===== config.mk =====
export PLATFORM = sky130hd
export DESIGN_NAME = single_pulse_and_capture_timer
export DESIGN_NICKNAME = d
export VERILOG_FILES = /design/src/verilog/pulse_capture_pkg.sv /design/src/verilog/single_pulse_and_capture_timer.sv
export SDC_FILE = /design/constraint.sdc
export NUM_CORES = 1
export LEC_CHECK = 0
export BUFFER_PORTS_ARGS = -buffer_cell sky130_fd_sc_hd__clkbuf_2
export CORE_MARGIN = 4
export CORE_UTILIZATION = 35
export CTS_CLUSTER_DIAMETER = 40
export DETAILED_ROUTE_END_ITERATION = 10
export GPL_TIMING_DRIVEN = 0
export PLACE_DENSITY = 0.58
export RECOVER_POWER = 50
export SKIP_CTS_REPAIR_TIMING = 1
export SYNTH_ARGS = -nofsm -noshare
export SYNTH_HDL_FRONTEND = slang
export SYNTH_SLANG_ARGS = --single-unit

===== constraint.sdc =====
create_clock -name core_clk -period 4.7 [get_ports core_clk]
set_clock_uncertainty 0.2 [all_clocks]
set_input_delay 0.705 -clock core_clk [delete_from_list [all_inputs] [get_ports core_clk]]
set_output_delay 0.705 -clock core_clk [all_outputs]
set_load 0.02 [all_outputs]

===== src/verilog/pulse_capture_pkg.sv =====
// Notes on behaviour
// - run bit rising edge triggers pulse
// - external clock pin rising edge sets run bit in pulse
// - run rise starts counter and pulse together
// - run bit clear ends the pulse
// - compare A match clears run bit in pulse
// - compare A match raises interrupt in pulse
// - counter zeroed on run rise and on P match
// - pulse mode ignores P, clear select, swap
// - pin field picks edge; 11 disables capture
// - capture counter starts on run rise
// - capture edge copies counter to A, interrupts
// - capture counter free runs until run falls
// - compare P match wraps counter, interrupts
// - P zero lets counter reach maximum
// - pulses under two clocks may be missed
// - A flag rises with capture latch
// - latch three to four clocks after pin edge
// - capture mode drives no output function
// - P compares counter upper eight bits
// - run rise sets output to initial level
package pulse_capture_pkg;
    // ========================================
    // register map
    localparam logic [11:0] ctrl_offset    = 12'h000;
    localparam logic [11:0] cmp_a_offset   = 12'h004;
    localparam logic [11:0] cmp_p_offset   = 12'h008;
    localparam logic [11:0] count_offset   = 12'h00C;
    localparam logic [11:0] status_offset  = 12'h010;
    // ========================================
    // control field positions
    localparam int run_pos      = 0;
    localparam int mode_lo_pos  = 1;
    localparam int pin_lo_pos   = 3;
    localparam int oc_pos       = 5;
    localparam int pol_pos      = 6;
    localparam int cclr_pos     = 7;
    localparam int dpx_pos      = 8;
    localparam int ctrl_width   = 9;
    localparam int flag_a_pos   = 0;
    localparam int flag_p_pos   = 1;
    // ========================================
    // encodings
    localparam logic [1:0] mode_capture = 2'h1;
    localparam logic [1:0] mode_pulse   = 2'h2;
    localparam logic [1:0] pin_rise     = 2'h0;
    localparam logic [1:0] pin_fall     = 2'h1;
    localparam logic [1:0] pin_both     = 2'h2;
    localparam logic [1:0] pin_single   = 2'h3;
    localparam logic [15:0] count_zero  = 16'h0000;
    localparam logic [15:0] count_one   = 16'h0001;
    localparam logic [7:0]  p_zero      = 8'h00;
    localparam logic [7:0]  low_ones    = 8'hFF;
endpackage : pulse_capture_pkg


===== src/verilog/single_pulse_and_capture_timer.sv =====
`timescale 1ns/100ps
module single_pulse_and_capture_timer
    import pulse_capture_pkg::*;
(
    input  wire logic        core_clk,
    input  wire logic        reset,
    input  wire logic        psel,
    input  wire logic        penable,
    input  wire logic        pwrite,
    input  wire logic [11:0] paddr,
    input  wire logic [31:0] pwdata,
    input  wire logic [3:0]  pstrb,
    output logic      [31:0] prdata,
    output logic             pready,
    output logic             pslverr,
    input  wire logic        ext_timer_clock_pin,
    input  wire logic        capture_input_pin,
    output logic             timer_out,
    output logic             timer_out_en,
    output logic             timer_irq
);
    // ========================================
    // pin synchronisers
    logic [2:0] ck_sync_reg;
    logic [2:0] ck_sync_next;
    logic [2:0] pi_sync_reg;
    logic [2:0] pi_sync_next;
    logic       ck_level_reg;
    logic       ck_level_next;
    logic       pi_level_reg;
    logic       pi_level_next;

    always_comb begin
        ck_sync_next  = {ck_sync_reg[1:0], ext_timer_clock_pin};
        pi_sync_next  = {pi_sync_reg[1:0], capture_input_pin};
        ck_level_next = ck_level_reg;
        pi_level_next = pi_level_reg;
        if (ck_sync_reg[1] == ck_sync_reg[2]) begin
            ck_level_next = ck_sync_reg[2];
        end
        if (pi_sync_reg[1] == pi_sync_reg[2]) begin
            pi_level_next = pi_sync_reg[2];
        end
    end

    always_ff @(posedge core_clk) begin
        if (reset) begin
            ck_sync_reg  <= 3'h0;
            pi_sync_reg  <= 3'h0;
            ck_level_reg <= 1'b0;
            pi_level_reg <= 1'b0;
        end else begin
            ck_sync_reg  <= ck_sync_next;
            pi_sync_reg  <= pi_sync_next;
            ck_level_reg <= ck_level_next;
            pi_level_reg <= pi_level_next;
        end
    end

    wire logic ck_rise = ck_level_next & ~ck_level_reg;
    wire logic pi_rise = pi_level_next & ~pi_level_reg;
    wire logic pi_fall = ~pi_level_next & pi_level_reg;

    // ========================================
    // apb decode
    function automatic logic hit(input logic [11:0] addr, input logic [11:0] offs);
        hit = (addr == offs);
    endfunction : hit

    wire logic acc    = psel & penable;
    wire logic wr     = acc & pwrite & pready;
    wire logic mapped = hit(paddr, ctrl_offset) | hit(paddr, cmp_a_offset) |
                        hit(paddr, cmp_p_offset) | hit(paddr, count_offset) |
                        hit(paddr, status_offset);

    // ========================================
    // timer state
    logic [ctrl_width-1:0] ctrl_reg;
    logic [ctrl_width-1:0] ctrl_next;
    logic [15:0]           count_reg;
    logic [15:0]           count_next;
    logic [15:0]           cmp_a_reg;
    logic [15:0]           cmp_a_next;
    logic [7:0]            cmp_p_reg;
    logic [7:0]            cmp_p_next;
    logic [1:0]            flags_reg;
    logic [1:0]            flags_next;
    logic                  run_prev_reg;
    logic                  run_prev_next;
    logic                  out_reg;
    logic                  out_next;
    logic                  out_en_reg;
    logic                  out_en_next;
    logic                  irq_reg;
    logic                  irq_next;
    logic [31:0]           rdata_reg;
    logic [31:0]           rdata_next;
    logic                  ready_reg;
    logic                  ready_next;
    logic                  err_reg;
    logic                  err_next;

    wire logic [1:0] mode = ctrl_reg[mode_lo_pos +: 2];
    wire logic [1:0] pins = ctrl_reg[pin_lo_pos +: 2];
    wire logic       run  = ctrl_reg[run_pos];
    wire logic pulse_mode = (mode == mode_pulse) && (pins == pin_single);
    wire logic cap_mode   = (mode == mode_capture);
    wire logic run_rise   = run & ~run_prev_reg;
    wire logic active_lvl = ctrl_reg[oc_pos] ^ ctrl_reg[pol_pos];

    // match on the value the counter holds now
    wire logic a_match = run & ~run_rise & (count_reg == cmp_a_reg);
    // upper bits against P; zero means full 16-bit wrap
    wire logic p_match = run & ~run_rise & (count_reg[7:0] == low_ones) &
                         ((cmp_p_reg == p_zero) ? (count_reg[15:8] == low_ones)
                                                : (count_reg[15:8] == cmp_p_reg - 8'h01));

    logic cap_edge;
    always_comb begin
        cap_edge = 1'b0;
        case (pins)
            pin_rise: cap_edge = pi_rise;
            pin_fall: cap_edge = pi_fall;
            pin_both: cap_edge = pi_rise | pi_fall;
            default:  cap_edge = 1'b0;
        endcase
    end

    always_comb begin
        ctrl_next     = ctrl_reg;
        count_next    = count_reg;
        cmp_a_next    = cmp_a_reg;
        cmp_p_next    = cmp_p_reg;
        flags_next    = flags_reg;
        run_prev_next = run;
        out_next      = out_reg;
        out_en_next   = out_en_reg;
        rdata_next    = 32'h0000_0000;
        ready_next    = 1'b0;
        err_next      = 1'b0;

        // software writes first, hardware events override
        if (wr && hit(paddr, ctrl_offset)) begin
            if (pstrb[0]) begin
                ctrl_next[7:0] = pwdata[7:0];
            end
            if (pstrb[1]) begin
                ctrl_next[dpx_pos] = pwdata[dpx_pos];
            end
        end
        if (wr && hit(paddr, cmp_a_offset)) begin
            if (pstrb[0]) begin
                cmp_a_next[7:0] = pwdata[7:0];
            end
            if (pstrb[1]) begin
                cmp_a_next[15:8] = pwdata[15:8];
            end
        end
        if (wr && hit(paddr, cmp_p_offset) && pstrb[0]) begin
            cmp_p_next = pwdata[7:0];
        end
        // write one to clear
        if (wr && hit(paddr, status_offset) && pstrb[0]) begin
            flags_next = flags_reg & ~pwdata[1:0];
        end

        // counter
        if (run_rise) begin
            count_next = count_zero;
        end else if (run) begin
            count_next = count_reg + count_one;
        end

        if (pulse_mode) begin
            if (ck_rise && !run) begin
                ctrl_next[run_pos] = 1'b1;
            end
            if (run_rise) begin
                out_next = active_lvl;
            end
            if (a_match) begin
                count_next             = count_reg;
                ctrl_next[run_pos]     = 1'b0;
                flags_next[flag_a_pos] = 1'b1;
            end
            if (!run) begin
                out_next = ~active_lvl;
            end
            out_en_next = 1'b1;
        end else if (cap_mode) begin
            out_en_next = 1'b0;
            out_next    = 1'b0;
            if (p_match) begin
                count_next             = count_zero;
                flags_next[flag_p_pos] = 1'b1;
            end
            // latched in the same cycle as the filtered edge
            if (run && cap_edge) begin
                cmp_a_next             = count_reg;
                flags_next[flag_a_pos] = 1'b1;
            end
        end else begin
            out_en_next = 1'b0;
            out_next    = 1'b0;
        end

        if (acc && !ready_reg) begin
            ready_next = 1'b1;
            err_next   = ~mapped;
            if (!pwrite) begin
                if (hit(paddr, ctrl_offset)) begin
                    rdata_next[ctrl_width-1:0] = ctrl_reg;
                end
                if (hit(paddr, cmp_a_offset)) begin
                    rdata_next[15:0] = cmp_a_reg;
                end
                if (hit(paddr, cmp_p_offset)) begin
                    rdata_next[7:0] = cmp_p_reg;
                end
                if (hit(paddr, count_offset)) begin
                    rdata_next[15:0] = count_reg;
                end
                if (hit(paddr, status_offset)) begin
                    rdata_next[1:0] = flags_reg;
                end
            end
        end
        irq_next = |flags_next;
    end

    always_ff @(posedge core_clk) begin
        if (reset) begin
            ctrl_reg     <= '0;
            count_reg    <= 16'h0000;
            cmp_a_reg    <= 16'h0000;
            cmp_p_reg    <= 8'h00;
            flags_reg    <= 2'h0;
            run_prev_reg <= 1'b0;
            out_reg      <= 1'b0;
            out_en_reg   <= 1'b0;
            irq_reg      <= 1'b0;
            rdata_reg    <= 32'h0000_0000;
            ready_reg    <= 1'b0;
            err_reg      <= 1'b0;
        end else begin
            ctrl_reg     <= ctrl_next;
            count_reg    <= count_next;
            cmp_a_reg    <= cmp_a_next;
            cmp_p_reg    <= cmp_p_next;
            flags_reg    <= flags_next;
            run_prev_reg <= run_prev_next;
            out_reg      <= out_next;
            out_en_reg   <= out_en_next;
            irq_reg      <= irq_next;
            rdata_reg    <= rdata_next;
            ready_reg    <= ready_next;
            err_reg      <= err_next;
        end
    end

    assign prdata       = rdata_reg;
    assign pready       = ready_reg;
    assign pslverr      = err_reg;
    assign timer_out    = out_reg;
    assign timer_out_en = out_en_reg;
    assign timer_irq    = irq_reg;
endmodule : single_pulse_and_capture_timer

Yosys cells after proc, flatten, opt, wreduce, memory -nomap -nowiden
Cells that the tools add are included.

storage, ports and cells
  flip-flop bits (word level) = 97
  input port bits = 55
  word-level logic and storage cells = 124

cells by class
  add/subtract/negate cells = 2
  equal/unequal tests = 17
  mux-type cells = 37
  bitwise gates (word level) = 28
  reductions and logical operators = 21

operator list
  operator               number
  $mux 16                12
  $eq 12x4->1 const B    2
  $mux 8                 3
  $mux 1                 17
  $add 16x1->16 const B  1
  $eq 16x16->1           1
  $eq 8x8->1 const B     2
  $eq 12x3->1 const B    1
  $eq 12x5->1 const B    1
  $logic_not 12->1       1
  $and 1x1->1            11
  $logic_and 1x1->1      10
  $mux 9                 1
  $not 1->1              9
  $eq 8x8->1             1
  $logic_not 8->1        1
  $sub 8x1->8 const B    1
  $eq 2x2->1 const B     3
  $mux 2                 3
  $reduce_or 2->1        3
  $or 1x1->1             5
  $eq 2x1->1 const B     2
  $reduce_and 2->1       2
  $pmux 1 s3             1
  other kinds (9)        11

Logic depth before layout (Yosys ltp)
  depth after elaboration = 11
  gate-level depth with buffers = 12
  depth with buffers taken out = 12

Least setup slack after synthesis
No wires, ideal clock.

  kind = input to register
  start = input paddr[7]
  end = register cmp_a_reg[0]
  library setup time = 0.138 ns
  arrival = 2.541 ns
  setup slack = 1.821 ns
  stages on the path = 7
  cells stage by stage = or4_4 -> nor4_4 -> nand2b_2 -> or3b_4 -> nor2_8 -> mux2i_1 -> a211oi_1

on the way
  word-level cells in the longest chain between the ends = 6

RTL lines
  element               RTL line                               source
  start, declared       single_pulse_and_capture_timer.sv:10   input wire logic [11:0] paddr,
  $eq 12x3->1 *         single_pulse_and_capture_timer.sv:67   hit = (addr == offs);
  $logic_and 1x1->1 *   single_pulse_and_capture_timer.sv:151  if (wr && hit(paddr, cmp_a_offset)) begin
  $mux 16 *             single_pulse_and_capture_timer.sv:151
  $mux 16               single_pulse_and_capture_timer.sv:198  if (run && cap_edge) begin
  $mux 16               single_pulse_and_capture_timer.sv:190  end else if (cap_mode) begin
  $mux 16 *             single_pulse_and_capture_timer.sv:174  if (pulse_mode) begin
  end signal, assigned  single_pulse_and_capture_timer.sv:248  cmp_a_reg <= cmp_a_next;
  end, declared         single_pulse_and_capture_timer.sv:82   logic [15:0] cmp_a_reg;

Every way passes the cells marked *; elsewhere a longest branch is shown, timed or not.
A chain may end at the register's enable or synchronous reset.

Worst setup path after layout
  start = register cmp_p_reg[0]
  end = register count_reg[14]

on the way
  word-level cells in the longest chain between the ends = 7
  elaborated cells on any way between the ends = 8
  those cells by class = add/sub: 1; eq/ne: 1; mux: 4; bitwise: 1; reduce/logical: 1

RTL lines
  element                 RTL line                               source
  start, declared         single_pulse_and_capture_timer.sv:84   logic [7:0] cmp_p_reg;
  start signal, assigned  single_pulse_and_capture_timer.sv:249  cmp_p_reg <= cmp_p_next;
  $sub 8x1->8             single_pulse_and_capture_timer.sv:116  : (count_reg[15:8] == cmp_p_reg - 8'h01));
  $eq 8x8->1              single_pulse_and_capture_timer.sv:116
  $mux 1 *                single_pulse_and_capture_timer.sv:115  ((cmp_p_reg == p_zero) ? (count_reg[15:8] == low_ones)
  $and 1x1->1 *           single_pulse_and_capture_timer.sv:114  wire logic p_match = run & ~run_rise & (count_reg[7:0] == low_ones) &
  $mux 16 *               single_pulse_and_capture_timer.sv:193  if (p_match) begin
  $mux 16 *               single_pulse_and_capture_timer.sv:190
  $mux 16 *               single_pulse_and_capture_timer.sv:174
  end signal, assigned    single_pulse_and_capture_timer.sv:247  count_reg <= count_next;
  end, declared           single_pulse_and_capture_timer.sv:80   logic [15:0] count_reg;

Marked as above.

==> results by group <==
Die
  • Starting Density: 35.78%
  • Io pins: 92
  • Die X: 119.0 um
  • Row cnt: 40
  • CORE AREA: 12060 um2
  • Die area: 14170 um2
  • Die Span Y: 119.0 um

Synth
  • Netlist cell types: 56
  • Dominant synthesized flop cell: dfxtp_1
  • Synth warnings: 0
  • Yosys reg bits: 81
  • Asr flop ratio synth: 0%
  • Gate Count Post-Synth: 519
  • Number of enable flip-flop cells after synthesis: 0
  • Syn avg cell area: 8.315 um2
  • Synth Cell Area: 4315 um2
  • Sequential share of the synthesized area: 37.58%

Route
  • Post-route ant nets: 0
  • Initial DRT Pass Iterations: 5
  • Detailed Route WL: 12270 um
  • Wire length per cell: 15.85 um
  • DR vias: 3925
  • Initial DRC count: 311
  • Via-per-instance ratio: 5.071
  • Residual DRC count: 0

Setup path
  • RR Startpoint: cmp_p_reg[0]$_SDFFE_PP0P_
  • WP buf/inv: 4
  • Critical path cell sequence: clkbuf_1 -> inv_1 -> ha_1 -> and3_1 -> clkbuf_1 -> or3_1 -> a2111oi_2 -> o221ai_2 -> buf_2 -> nand2_1 -> o211ai_1
  • Cells on worst reg2reg path: 11
  • Worst flop-to-flop path endpoint: count_reg[14]$_SDFFE_PP0P_
  • Largest stage delay on the critical path: 0.43 ns
  • Crit Path Max Fanout: 10
  • Slowest-stage cell, CP: a2111oi_2
  • CP most frequent cell: clkbuf_1
  • Setup crit end kind: flop
  • Critical path required time: 4.72 ns
  • Flop-to-flop setup slack: 1.37 ns
  • Top Family by Delay on Critical Path: buffers and inverters
  • CP Data Arrival Time: 3.35 ns
  • Crit path launch type: flop
  • Crit path kind: reg -> reg

Timing
  • Min Tclk post-route: 3.331 ns
  • Final worst path period share: 70.87%
  • RSZ-0062 raised after global routing: no
  • Max Freq: 0.3002 GHz
  • Final Hold Vio Count: 0
  • Setup tns final: 0 ns
  • Final setup fails: 0
  • Slew Limit Fails: 0
  • Worst-margin pin slew: 0.8576 ns
  • Rel. slew slack: 42.39%

Layout
  • FF/Latch Area: 1622 um2
  • Fraction of layout cells with a size suffix above 1: 14.52%
  • # diodes: 0
  • Final Net Count: 661
  • Commonest non-fill, non-tap cell in the layout: dfxtp_1
  • Fill count: 1232
  • Most frequent cells in the layout: 81 x dfxtp_1, 66 x nand2_1, 55 x clkbuf_1
  • Area occupied by multi-input gates: 2422 um2
  • Area growth syn-to-layout: 18.03%

Clocking
  • Clock tree buffer depth: 2
  • Clk_lat worst skew: 0.35 ns
  • CTS buffer count: 9
  • Htree depth: 3
  • Clk sinks: 81
  • Clock transition at the registers of the reported paths: 0.06 ns
  • CTS tree: yes
  • Clk root buf: clkbuf_16

Status
  • Run status: finished clean

Job
  • Maxcap violations: 0

GRT
  • Antenna violations before repair: 0
  • First-pass GRT wire length: 19930 um
  • Largest net degree at the start of global routing: 16
  • Total global-route track usage: 17.62%
  • Vias in the first global route: 3774
  • Grt ovf: 0

Placement
  • DP Wirelength: 9141 um
  • Placer congestion estimate: 0.8788
  • PortBufs: 56

Pwr
  • Leakage dissipation: 2.032 nW
  • Cell Pwr Density: 282.6 nW/um2
  • Final Power: 1.440 mW
  • Peak VDD IR: 0.1608 mV

Min path
  • Hold path endpoint: pi_sync_reg[1]$_SDFF_PP0_
  • Hold Path Class: reg -> reg
  • WHS Path Cells: 1
  • Worst min-delay path startpoint: pi_sync_reg[0]$_SDFF_PP0_
-- synth_stat cells, types with 3 or more instances --
library cell | instances | area [um2]
nor3_1 | 11 | 55.05
buf_2 | 5 | 25.02
nand2_1 | 66 | 247.7
or3_1 | 10 | 62.56
a21oi_1 | 29 | 145.1
mux2i_1 | 27 | 270.3
o21ai_0 | 21 | 105.1
xnor2_1 | 6 | 52.55
o22ai_1 | 5 | 31.28
xor2_1 | 21 | 183.9
and3_1 | 8 | 50.05
dfxtp_1 | 81 | 1622
clkbuf_1 | 32 | 120.1
nor2b_1 | 15 | 93.84
nor4_1 | 14 | 87.58
nand4_1 | 3 | 18.77
buf_4 | 16 | 120.1
or4_1 | 4 | 30.03
nand2b_1 | 4 | 25.02
ha_1 | 5 | 62.56
inv_1 | 11 | 41.29
or2_2 | 4 | 25.02
nor2_1 | 44 | 165.2
a211oi_1 | 22 | 165.2
nand3_1 | 17 | 85.08
mux4_2 | 3 | 67.56
-- layer usage --
metal | wire length, um | GRT usage (%) | vias to the layer above | part of all wire, %
met4 | 229 | 6.589 | 0 | 1.9
met2 | 5839 | 28.47 | 104 | 48
li1 | - | - | 1947 | -
met3 | 646 | 3.134 | 19 | 5.3
met1 | 5549 | 23.43 | 1855 | 45
met5 | 0 | 0 | - | 0
-- kinds of logic after synthesis --
logic type / synth area share (%)
and+or+nand+nor: 26.73
muxes: 7.828
other: 0.08690
AOI/OAI and AO/OA: 13.19
adders and majority gates: 1.450
buffers and inverters: 7.104
xor gates and xnor gates: 6.031
DFF: 37.58
-- final cells by class --
cell class | instances | share of cell area, %
plain buffers | 53 | 5.208
clock buffers | 10 | 4.495
clock inverters | 6 | 1.007
inverters | 11 | 0.8106
multi-input cells | 389 | 47.56
flip-flops and latches | 81 | 31.83
well taps | 168 | 4.127
repair buffers | 56 | 4.962
-- how the worst max path moves through the flow --
stage / start / depth (start not counted) / endpoint / slack [ns]
CTS: cmp_p_reg[0]$_SDFFE_PP0P_ / 11 / count_reg[14]$_SDFFE_PP0P_ / 1.37
global placement: cmp_p_reg[0]$_SDFFE_PP0P_ / 11 / count_reg[14]$_SDFFE_PP0P_ / 1.43
global route: cmp_p_reg[0]$_SDFFE_PP0P_ / 11 / count_reg[1]$_SDFFE_PP0P_ / 1.17
finish: cmp_p_reg[0]$_SDFFE_PP0P_ / 11 / count_reg[14]$_SDFFE_PP0P_ / 1.37
floorplan: paddr[7] / 7 / cmp_a_reg[0]$_SDFF_PP0_ / 1.82
detailed placement: cmp_p_reg[0]$_SDFFE_PP0P_ / 11 / count_reg[14]$_SDFFE_PP0P_ / 1.41
-- where the power goes --
part           switching [mW]  total (mW)  internal, mW
logic                  0.0502      0.0797        0.0295
clock network           0.305       0.670         0.364
registers             0.00107       0.690         0.689
-- metrics by stage --
| step | util (%) | hold slack [ns] | area [um2] | setup WS (ns) | cells |
|---|---|---|---|---|---|
| after floorplan | - | 0.2138 | 4372 | 1.821 | 534 |
| after global placement | 40.31 | 0.2157 | 4862 | 1.429 | 758 |
| after detailed placement | 40.31 | 0.2261 | 4862 | 1.411 | 758 |
| after CTS | 42.63 | 0.2417 | 5142 | 1.372 | 774 |
| after global routing | 42.23 | 0.2810 | 5094 | 1.175 | 774 |
| final | 42.23 | 0.2389 | 5094 | 1.369 | 774 |
(Power assumes the default switching activity.)
